[src/inc/ccp_pkg.sv]
// shared constants and types of the capture/compare/pwm unit
package ccp_pkg;

  // register byte addresses on the plain register port
  localparam logic [7:0] ADDR_CONTROL     = 8'h00;
  localparam logic [7:0] ADDR_VALUE_LOW   = 8'h04;
  localparam logic [7:0] ADDR_VALUE_HIGH  = 8'h08;
  localparam logic [7:0] ADDR_FLAG        = 8'h0C;
  localparam logic [7:0] ADDR_FLAG_CLEAR  = 8'h10;
  localparam logic [7:0] ADDR_ENABLE      = 8'h14;
  localparam logic [7:0] ADDR_STATE       = 8'h18;

  // field positions
  localparam int CTRL_MODE_LSB  = 0;
  localparam int CTRL_DUTY_LSB  = 4;
  localparam int FLAG_CAPTURE   = 2;
  localparam int STATE_OUT_BIT  = 4;

  // reset values
  localparam logic [5:0]  CONTROL_RESET = 6'h00;
  localparam logic [15:0] VALUE_RESET   = 16'h0000;
  localparam logic [3:0]  PRESC_RESET   = 4'h0;

  // prescaler terminal counts (count of qualifying rising edges minus one)
  localparam logic [3:0] PRESC_DIV4_LAST  = 4'h3;
  localparam logic [3:0] PRESC_DIV16_LAST = 4'hF;

  // mode select field codes
  typedef enum logic [3:0] {
    MODE_OFF        = 4'b0000,
    MODE_CAP_FALL   = 4'b0100,
    MODE_CAP_RISE   = 4'b0101,
    MODE_CAP_RISE4  = 4'b0110,
    MODE_CAP_RISE16 = 4'b0111,
    MODE_CMP_SET    = 4'b1000,
    MODE_CMP_CLEAR  = 4'b1001,
    MODE_CMP_SOFT   = 4'b1010,
    MODE_CMP_TRIG   = 4'b1011
  } mode_e;

  // control register image: duty lsbs over mode select
  typedef struct packed {
    logic [1:0] dutyLsb;
    logic [3:0] modeSelect;
  } control_s;

  // one request on the register port
  typedef struct packed {
    logic [7:0] addr;
    logic [7:0] wdata;
    logic       wr;
    logic       rd;
  } bus_req_s;

  // true for the four capture codes 01xx
  function automatic logic isCaptureMode(input logic [3:0] m);
    return m[3:2] == 2'b01;
  endfunction

  // true for the four compare codes 10xx
  function automatic logic isCompareMode(input logic [3:0] m);
    return m[3:2] == 2'b10;
  endfunction

endpackage

[src/rtl/ccp_edge_prescaler.sv]
// capture pin synchroniser, edge detector and edge prescaler
`timescale 1ns/100ps
module ccp_edge_prescaler
  import ccp_pkg::*;
(
  input  wire logic       sys_clk,
  input  wire logic       srst,
  input  wire logic       pinLevel,
  input  wire logic [3:0] modeSelect,
  input  wire logic       prescClear,
  output logic            captureEvent,
  output logic [3:0]      prescCount
);

  logic syncFirst;
  logic syncSecond;
  logic pinPrev;

  // two-flop synchroniser, then one more flop for edge history
  always_ff @(posedge sys_clk)
  begin
    if (srst)
    begin
      syncFirst  <= 1'b0;
      syncSecond <= 1'b0;
      pinPrev    <= 1'b0;
    end
    else
    begin
      syncFirst  <= pinLevel;
      syncSecond <= syncFirst;
      pinPrev    <= syncSecond;
    end
  end

  // edges are taken only from the settled samples
  wire riseEdge = syncSecond & ~pinPrev;
  wire fallEdge = ~syncSecond & pinPrev;
  wire isCap    = isCaptureMode(modeSelect);

  // last count before an event for the divided settings
  wire [3:0] lastCount = (modeSelect == MODE_CAP_RISE16) ? PRESC_DIV16_LAST
                       : (modeSelect == MODE_CAP_RISE4)  ? PRESC_DIV4_LAST
                       : PRESC_RESET;
  wire       divided   = (modeSelect == MODE_CAP_RISE4) | (modeSelect == MODE_CAP_RISE16);
  // counter may hold a larger count after a 16 to 4 switch; >= still fires
  wire       divFire   = divided & riseEdge & (prescCount >= lastCount);
  wire       hit       = isCap & ((modeSelect == MODE_CAP_FALL) ? fallEdge
                       : (modeSelect == MODE_CAP_RISE) ? riseEdge
                       : divFire);

  wire [3:0] next_prescCount = (prescClear | ~isCap) ? PRESC_RESET
                             : divFire ? PRESC_RESET
                             : (divided & riseEdge) ? 4'(prescCount + 4'h1)
                             : prescCount;

  // one pulse per selected event, count kept across prescaler switches
  always_ff @(posedge sys_clk)
  begin
    if (srst)
    begin
      prescCount   <= PRESC_RESET;
      captureEvent <= 1'b0;
    end
    else
    begin
      prescCount   <= next_prescCount;
      captureEvent <= hit;
    end
  end

endmodule

[src/rtl/capture_compare_mode_control.sv]
// capture/compare/pwm unit: control register, capture, compare and interrupt
//
// Behaviour
// - capture event copies 16-bit timer value
// - event: falling, rising, 4th or 16th rise
// - capture sets flag bit 2; software clears
// - new capture overwrites unread old value
// - port write on output pin can capture
// - mode change may raise spurious flag
// - prescaler cleared when off or not capturing
// - prescaler switch keeps count, may flag
// - mode zero disables and resets unit
// - code 1000 drives output high, flags
// - software-interrupt compare only sets flag
// - special event resets timer, starts conversion
// - codes 11xx pwm; bits 5:4 duty lsbs; no pwm is made here, 11xx holds the latch and leaves the pin undriven
// - top two bits read zero, rest reset zero
// - compare register continuously matched against timer
//
// The implementer's own choices: the placing of the registers and the plain strobed port.
`timescale 1ns/100ps
module capture_compare_mode_control
  import ccp_pkg::*;
(
  input  wire logic        sys_clk,
  input  wire logic        srst,
  input  wire bus_req_s    busReq,
  output logic [7:0]       rdata,
  input  wire logic [15:0] timerCount,
  input  wire logic        capturePinIn,
  input  wire logic [1:0]  portDirection,
  input  wire logic [1:0]  portLatch,
  input  wire logic        pinLocationConfig,
  output logic             compareOut,
  output logic             compareDrive,
  output logic             timerReset,
  output logic             adcStart,
  output logic             irq
);

  control_s    control;
  logic [15:0] captureValue;
  logic        flagCapture;
  logic        enableCapture;
  logic        matchPrev;
  logic        captureEvent;
  logic [3:0]  prescCount;

  // register port decode
  // the port never stalls, so each strobe acts on the edge that sees it

  // address decode of the plain register port
  wire selControl  = busReq.addr == ADDR_CONTROL;
  wire selLow      = busReq.addr == ADDR_VALUE_LOW;
  wire selHigh     = busReq.addr == ADDR_VALUE_HIGH;
  wire selFlag     = busReq.addr == ADDR_FLAG;
  wire selFlagClr  = busReq.addr == ADDR_FLAG_CLEAR;
  wire selEnable   = busReq.addr == ADDR_ENABLE;
  wire selState    = busReq.addr == ADDR_STATE;

  // write strobes per register
  wire wrControl   = busReq.wr & selControl;
  wire wrLow       = busReq.wr & selLow;
  wire wrHigh      = busReq.wr & selHigh;
  wire wrFlagClr   = busReq.wr & selFlagClr;
  wire wrEnable    = busReq.wr & selEnable;

  // write data seen as a control image; bits 7:6 are dropped on purpose
  control_s writeControl;
  assign writeControl = control_s'(busReq.wdata[5:0]);

  // mode decode
  // codes 0001..0011 act as off for capture and compare but keep the latch

  // mode classes from the stored select field
  wire [3:0] mode      = control.modeSelect;
  wire       modeOff   = mode == MODE_OFF;
  wire       modeCap   = isCaptureMode(mode);
  wire       modeCmp   = isCompareMode(mode);
  wire       modePwm   = mode[3:2] == 2'b11;

  // mode classes of the incoming write
  wire       newCap    = isCaptureMode(writeControl.modeSelect);
  wire       newCmp    = isCompareMode(writeControl.modeSelect);

  // a direct switch between two capture settings leaves the counter
  // alone and the edge logic may see it as an event; raise the flag
  // so software that follows the off-then-on sequence sees no surprise
  wire captureSwitch = wrControl & modeCap & newCap
                     & (writeControl.modeSelect != mode);

  // prescaler is cleared when the unit is off or leaves capture
  wire prescClear = wrControl & ~newCap;

  // capture pin path
  // the pin mux sits ahead of the synchroniser, so a source switch is a plain edge

  // the pin lives on one of two port bits, chosen by configuration
  wire dirIsInput = pinLocationConfig ? portDirection[1] : portDirection[0];
  wire latchLevel = pinLocationConfig ? portLatch[1] : portLatch[0];

  // an output pin shows the port latch, so a latch write is an edge
  wire pinLevel = dirIsInput ? capturePinIn : latchLevel;
  // capture relies on software setting the direction bit to input;
  // when it is left as output the latch level above is what is captured

  ccp_edge_prescaler u_edge
  (
    .sys_clk      (sys_clk),
    .srst         (srst),
    .pinLevel     (pinLevel),
    .modeSelect   (mode),
    .prescClear   (prescClear),
    .captureEvent (captureEvent),
    .prescCount   (prescCount)
  );

  // a pulse from the prescaler only counts while still capturing
  wire doCapture = captureEvent & modeCap;

  // compare path
  // the compare value shares its storage with the capture value

  // timer is taken as synchronous to sys_clk; an asynchronously
  // counting timer can give torn values here, which the user avoids
  wire matchNow  = timerCount == captureValue;
  // only the first cycle of a match acts, so a stopped timer sitting
  // on the compare value does not keep re-firing the flag
  wire matchHit  = modeCmp & matchNow & ~matchPrev;

  wire hitSet    = matchHit & (mode == MODE_CMP_SET);
  wire hitClear  = matchHit & (mode == MODE_CMP_CLEAR);
  wire hitTrig   = matchHit & (mode == MODE_CMP_TRIG);
  // software-interrupt compare touches nothing but the flag
  wire hitSoft   = matchHit & (mode == MODE_CMP_SOFT);

  // compare output latch: forced low when unit is off, held in pwm
  wire next_compareOut = modeOff  ? 1'b0
                       : hitSet   ? 1'b1
                       : hitClear ? 1'b0
                       : compareOut;

  // pin is driven only in set/clear compare modes; pwm timing lives
  // in the timer-2 block and is not produced here
  wire next_compareDrive = (mode == MODE_CMP_SET) | (mode == MODE_CMP_CLEAR);

  // capture/compare value register
  // one 16-bit store serves capture, compare and the duty byte

  // capture always wins over a software write in the same cycle
  wire [15:0] next_captureValue =
      doCapture ? timerCount
    : wrHigh    ? {busReq.wdata, captureValue[7:0]}
    : wrLow     ? {captureValue[15:8], busReq.wdata}
    : captureValue;

  // interrupt flag
  // capture and every compare action share this single bit

  // every source of the single flag bit
  wire flagEvent = doCapture | hitSet | hitClear | hitSoft | hitTrig | captureSwitch;
  wire flagClear = wrFlagClr & busReq.wdata[FLAG_CAPTURE];

  // set beats clear so an event in the clearing cycle is kept;
  // hardware itself never clears the flag
  wire next_flagCapture = flagEvent | (flagCapture & ~flagClear);

  // read mux
  // reads have no side effects, so polling the flag never loses an event

  // unmapped addresses and write-only clear register read zero
  wire [7:0] readMux =
      selControl ? {2'b00, control}
    : selLow     ? captureValue[7:0]
    : selHigh    ? captureValue[15:8]
    : selFlag    ? 8'(32'(flagCapture) << FLAG_CAPTURE)
    : selEnable  ? 8'(32'(enableCapture) << FLAG_CAPTURE)
    : selState   ? {3'b000, compareOut, prescCount}
    : 8'h00;

  // registers
  // all state resets synchronously and runs on every edge

  // control register: six bits, all reset to zero
  always_ff @(posedge sys_clk)
  begin
    if (srst)
      control <= control_s'(CONTROL_RESET);
    else if (wrControl)
      control <= writeControl;
  end

  // capture/compare value
  always_ff @(posedge sys_clk)
  begin
    if (srst)
      captureValue <= VALUE_RESET;
    else
      captureValue <= next_captureValue;
  end

  // flag and enable
  always_ff @(posedge sys_clk)
  begin
    if (srst)
    begin
      flagCapture   <= 1'b0;
      enableCapture <= 1'b0;
    end
    else
    begin
      flagCapture   <= next_flagCapture;
      if (wrEnable)
        enableCapture <= busReq.wdata[FLAG_CAPTURE];
    end
  end

  // match history, cleared with the unit so a re-enabled compare
  // already sitting on a match fires once
  always_ff @(posedge sys_clk)
  begin
    if (srst)
      matchPrev <= 1'b0;
    else
      matchPrev <= modeCmp & matchNow & ~(wrControl & ~newCmp);
  end

  // pin outputs of the compare path
  always_ff @(posedge sys_clk)
  begin
    if (srst)
    begin
      compareOut   <= 1'b0;
      compareDrive <= 1'b0;
    end
    else
    begin
      compareOut   <= next_compareOut;
      compareDrive <= next_compareDrive;
    end
  end

  // special event trigger: one-cycle pulses to timer and converter
  always_ff @(posedge sys_clk)
  begin
    if (srst)
    begin
      timerReset <= 1'b0;
      adcStart   <= 1'b0;
    end
    else
    begin
      timerReset <= hitTrig;
      adcStart   <= hitTrig;
    end
  end

  // interrupt level and read data, both registered outputs
  always_ff @(posedge sys_clk)
  begin
    if (srst)
    begin
      irq   <= 1'b0;
      rdata <= 8'h00;
    end
    else
    begin
      // a software change of mode can raise the flag; keeping the
      // enable clear across the change hides it from irq
      irq   <= next_flagCapture & enableCapture;
      rdata <= busReq.rd ? readMux : 8'h00;
    end
  end

endmodule

[config.mk]
export PLATFORM = sky130hd
export DESIGN_NAME = capture_compare_mode_control
export DESIGN_NICKNAME = d
export VERILOG_FILES = /design/src/inc/ccp_pkg.sv /design/src/rtl/ccp_edge_prescaler.sv /design/src/rtl/capture_compare_mode_control.sv
export SDC_FILE = /design/constraint.sdc
export NUM_CORES = 1
export LEC_CHECK = 0
export BUFFER_PORTS_ARGS = -buffer_cell sky130_fd_sc_hd__clkbuf_2
export CORE_MARGIN = 1.5
export CORE_UTILIZATION = 30
export CTS_BUF_LIST = sky130_fd_sc_hd__clkbuf_16
export DETAILED_ROUTE_END_ITERATION = 16
export PLACE_DENSITY_LB_ADDON = 0.3
export SLEW_MARGIN = 40
export SYNTH_ARGS = -nofsm -noshare
export SYNTH_HDL_FRONTEND = slang
export SYNTH_SLANG_ARGS = --single-unit
[constraint.sdc]
create_clock -name sys_clk -period 6.1 [get_ports sys_clk]
set_input_delay 0.305 -clock sys_clk [delete_from_list [all_inputs] [get_ports sys_clk]]
set_output_delay 0.305 -clock sys_clk [all_outputs]
set_load 0.05 [all_outputs]
Word level (Yosys, flattened, before mapping)
Cells that the tools add are included.

Bits of input ports: 42. Output and inout bits: 13. Register bits after elaboration: 45.

$add $sub $neg: 1. Magnitude comparators: 1. Muxes and demuxes: 18. Equal/unequal tests: 21. Reductions and logical operators: 10. Bitwise operators: 44.

Operators by type and width (count): 2-to-1 mux 16 bit (2); AND 1 bit (26); == test 8 x 5 -> 1 bit (second input constant) (3); 2-to-1 mux 8 bit (3); == test 16 bit (1); == test 4 x 3 -> 1 bit (second input constant) (4); == test 4 bit (second input constant) (4); == test 8 x 4 -> 1 bit (second input constant) (2); 2-to-1 mux 5 bit (3); inverter 1 bit (9); OR 1 bit (9); == test 8 x 3 -> 1 bit (second input constant) (1); zero test 8 bit (1); 2-to-1 mux 1 bit (7); 2-to-1 mux 6 bit (1); nonzero test 2 bit (3); OR reduction 3 bit (2); adder 4 x 1 -> 4 bit (second input constant) (1); == test 2 x 1 -> 1 bit (second input constant) (2); == test 2 bit (second input constant) (2); greater-or-equal comparator 4 bit (1); zero test 4 bit (1); 2-to-1 mux 4 bit (1); inequality test 4 bit (1); other kinds (4) (5).

Depth between registers and ports, before layout
Depth after elaboration: 11. Depth in mapped cells: 9.

Modules after synthesis
Synthesis repeated with hierarchy kept, for this count alone.

Cell total of the unflattened synthesis: 289. Area, all modules: 2493.6 um^2.

Modules (own cells, without submodules): capture_compare_mode_control (cells each 238, instances 1, seq. area each 740.7 um^2, area an instance 2031.9 um^2); ccp_edge_prescaler (cells each 51, instances 1, seq. area each 160.2 um^2, area an instance 461.7 um^2).

Worst setup path after synthesis
OpenSTA, ideal clock, no wires.

Path type: flip-flop to flip-flop. Start point: reg control (netlist bit mode[2]). End point: reg u_edge.captureEvent. Cell stages (with the launch flop): 10. Library setup time: 115 ps. Arrival time: 1871 ps. Period minus slack after synthesis: 1985 ps. Path slack: 4115 ps. Path through: dfxtp_1 > nor2b_1 > nand2_1 > inv_1 > ha_1 > nand2b_1 > a21o_1 > a211oi_1 > nor2_1 > o21a_1.

Longest elaborated chain between the ends: 8. Elaborated cells between the ends (all ways): 14. Those cells by class: order compare: 1; eq/ne: 5; mux: 4; bitwise: 4.

Ends and longest elaborated chain: start: declaration (RTL line capture_compare_mode_control.sv:41) `control_s control;`; start signal: assignment (RTL line capture_compare_mode_control.sv:188) `control <= control_s'(CONTROL_RESET);`; start signal: assignment (RTL line capture_compare_mode_control.sv:190) `control <= writeControl;`; == test 4 x 3 -> 1 bit (RTL line ccp_edge_prescaler.sv:43, ccp_edge_prescaler.sv:45); 2-to-1 mux 2 bit (RTL line ccp_edge_prescaler.sv:43) `: (modeSelect == MODE_CAP_RISE4) ? PRESC_DIV4_LAST`; 2-to-1 mux 4 bit (RTL line ccp_edge_prescaler.sv:42) `wire [3:0] lastCount = (modeSelect == MODE_CAP_RISE16) ? PRESC_DIV16_LAST`; greater-or-equal comparator 4 bit (RTL line ccp_edge_prescaler.sv:47) `wire divFire = divided & riseEdge & (prescCount >= lastCount);`; AND 1 bit (RTL line ccp_edge_prescaler.sv:47); 2-to-1 mux 1 bit (RTL line ccp_edge_prescaler.sv:49) `: (modeSelect == MODE_CAP_RISE) ? riseEdge`; 2-to-1 mux 1 bit (RTL line ccp_edge_prescaler.sv:48) `wire hit = isCap & ((modeSelect == MODE_CAP_FALL) ? fallEdge`; AND 1 bit * (RTL line ccp_edge_prescaler.sv:48); end signal: assignment (RTL line ccp_edge_prescaler.sv:68) `captureEvent <= hit;`; end: declaration (RTL line ccp_edge_prescaler.sv:11) `output logic captureEvent,`.

Every way passes the cells marked *; elsewhere a longest branch is shown, timed or not. A chain may end at the register's enable or synchronous reset.

Worst setup path after layout
Ends and elaborated chain as after synthesis.

==> impl_results.md <==
* Highest Clock Rate at 458 MHz
* Initial drt markers at about 130
* R2R Path Start: mode[2]
* Synthesized Nets at around 320
* Most Crowded Layer GR: met2
* Die height at a little over 90 um
* Final max-slew violation count at 0
* Worst setup SP type: register
* NumNets Final at about 360
* Clock transition at the registers of the reported paths at approximately 0.06 ns
* Post-DP HPWL at 4610 um
* Number of synthesized flops with an enable pin at 0
* Die Wd at between 90 and 100 um
* Hold endpoint: u_edge.syncFirst
* DR WL/cell at 14.8 um
* Largest net degree at the start of global routing at 35
* Path depth of the worst reg2reg path at 9
* 1st-pass router iterations at 4
* Final Hold Fails at 0
* FP Rows at 32
* Congestion Overflow GR at 0
* Via Count at between 2000 and 2500
* H-Tree Depth at 2
* GR Util All Layers at 15.3%
* Slowest CP cell: dfxtp_1
* Clock skew at 0.00860 ns
* Cts bufs inserted at 5
* Setup bufs post-CTS at 0
* CTS-repair resized insts at 0
* Global-route wire length before repair at just over 10000 um
* Root Buffer: clkbuf_16
* Antenna Violating Nets Remaining at 0
* Antenna Cells at 0
* Initial antenna violation count at 0
* Mapped Cells at 268
* CTS Sinks at 45
* Core area at slightly below 8000 um2
* CP Class: register to register
* R2r endpoint: u_edge.captureEvent
* CTS hold repair buffers at 0
* Number of fill cells at ~840
* Cell Chain, Critical Path: nor2b_1, nand2_1, inv_1, ha_1, nand2b_1, a21o_1, a211oi_1, nor2_1, o21a_1
* Synthesized area at about 2400 um2
* Syn avg cell area at between 9 and 10 um2
* Initial core utilization at about 31%
* Setup violators final at 0
* Clock buffer depth at 2
* Port bufs at 54
* Least-Margin Pin Slew at around 0.76 ns
* Placed cell area at ~2800 um2
* Worst reg-to-reg setup slack at roughly 4 ns
* Syn-to-layout area delta at 20.8%
* Setup TNS at 0 ns
* Met2 Use GR at a little under a quarter
* Period minus WS final at 2.18 ns
* Hold-critical path depth at 2
* Clk Latency, worst-skew pair at a little under 0.3 ns
* Worst Hold Class: input pin to register
* Peak VDD IR at 0.0914 mV
* Met1 usage at a little over a fifth
* Max incr delay on CP at approximately 0.41 ns
* Post-synthesis async set-or-reset flop share at 0%
* Post-synth top flop: dfxtp_1
* WP data required at 6.28 ns
* Number of max-cap violations at 0
* Status: completed
* Fin crit share at roughly 36%
* Layout cell share with drive strength beyond 1 at 22.1%
* Hold_sp: pinLocationConfig
* Sequential-to-total area share from yosys stat at 37.3%
* Multi-input gate area at approximately 1400 um2
* Die area at around 8600 um2
* Vias/cell at approximately 5
* Routed WL at roughly 6200 um
* Post-synthesis sequential element count at 45
* Distinct cells, synth at 47
* Vias in the first global route at 2037
* Synth warnings at 0
* Worst path arrival time at approximately 2.4 ns
* CTS tree: done
* Remaining DRCs at 0
* Gpl congestion at just over 0.8
* Endpoint class of the critical path: register
* Num ports at 55
* Power density over the cells at 221 nW/um2
* Sequential cell area at roughly 900 um2
* P_leak at around 1.3 nW
* Relative slew slack at around half
* Post-route cell area at 2920 um2
* Unrepaired setup endpoints after global routing: false
* GR Util met3 at between 3 and 4%
* Max FO, Critical Path at 6
area by class of cell:
| cell class | instances | share of cell area, % |
|---|---|---|
| multi-input cells | 199 | 48.4 |
| flip-flops and latches | 45 | 30.9 |
| repair buffers | 55 | 9.52 |
| well taps | 102 | 4.37 |
| clock buffers | 5 | 4.29 |
| clock inverters | 3 | 1.29 |
| inverters | 10 | 1.29 |
Yosys cell counts (2+ instances only):
cell type,number,area share [%]
nor2b_1,8,2.1
and2_1,2,0.52
xor2_1,12,4.4
a22oi_1,6,1.9
mux2i_1,28,12
nor3_1,5,1.0
buf_4,2,0.62
o21ai_0,5,1.0
clkbuf_1,10,1.6
nor2_1,41,6.4
nand2b_1,3,0.78
a21oi_1,6,1.2
nand4_1,6,1.6
o41ai_1,2,0.73
o211a_1,2,0.83
a211oi_1,20,6.2
nor3b_1,2,0.62
dfxtp_1,45,37
xnor2_1,9,3.3
nor4_1,2,0.52
a41oi_1,2,0.73
inv_1,10,1.6
nand2_1,12,1.9
ha_1,5,2.6
power by group:
part           total (mW)  switching, mW  internal, mW  leakage (nW)
combinational      0.0467         0.0280        0.0187         0.839
clock               0.302          0.112         0.190        0.0826
sequential          0.296       0.000568         0.295         0.363
total               0.645          0.140         0.504          1.28
through the flow:
stage	setup slack [ns]	power (mW)	instances	hold slack (ns)	utilization [%]
floorplan	4.11	0.323	268	0.398	-
global route	3.67	0.665	419	0.252	37.6
global placement	4.02	0.348	411	0.418	35.4
CTS	3.91	0.651	419	0.237	37.6
finish	3.92	0.645	419	0.238	37.6
detailed placement	3.93	0.349	411	0.432	35.5
cell families (layout without fill, tap and decap cells):
group           count (synthesis)  after routing  share of synthesized area, %
flops                          45             45                          37.3
compound gates                 53             53                          16.0
simple gates                   92             92                          20.6
xor+xnor                       21             21                          7.61
mux                            28             28                          11.6
buf+inv                        24             73                          4.40
fa+ha+maj                       5              5                          2.59
worst max-delay path: cells and delay by family (launching register included):
family	cells	cell delay (ns)
AO/OA/AOI/OAI	3	0.69
adder cells (fa/ha/maj)	1	0.21
buffers and inverters	1	0.08
flip-flops	1	0.41
AND/OR/NAND/NOR	4	0.70
per-layer routing:
layer,up-vias,wire length [um]
met2,53,2720
met5,-,0
met1,967,3080
met3,13,271
li1,1054,-
met4,0,121
worst max-delay path by stage:
stage / from / endpoint / slack, ns
3_5_place_dp: mode[2] / u_edge.captureEvent / 3.93
2_1_floorplan: mode[2] / u_edge.captureEvent / 4.11
3_3_place_gp: mode[2] / u_edge.captureEvent / 4.02
5_1_grt: mode[2] / u_edge.captureEvent / 3.67
4_1_cts: mode[2] / u_edge.captureEvent / 3.91
6_report: mode[2] / u_edge.captureEvent / 3.92
flip-flops by register name, summed over array words and instances (netlist names), 2 cells and up:
name / flops
control: 2
u_edge.prescCount: 4
rdata: 8
mode: 4
captureValue: 16
cell usage in the layout, fill, tap and decap left out, drive strengths merged, types with 5 or more instances in the layout:
cell / n
clkbuf: 59
dfxtp: 45
nor2: 42
mux2i: 28
a211oi: 20
xor2: 12
nand2: 12
inv: 11
xnor2: 9
nor2b: 8
nand4: 7
o21ai: 7
a21oi: 6
a22oi: 6
nor3: 5
ha: 5
No activity file was read; power rests on OpenSTA's default activity.
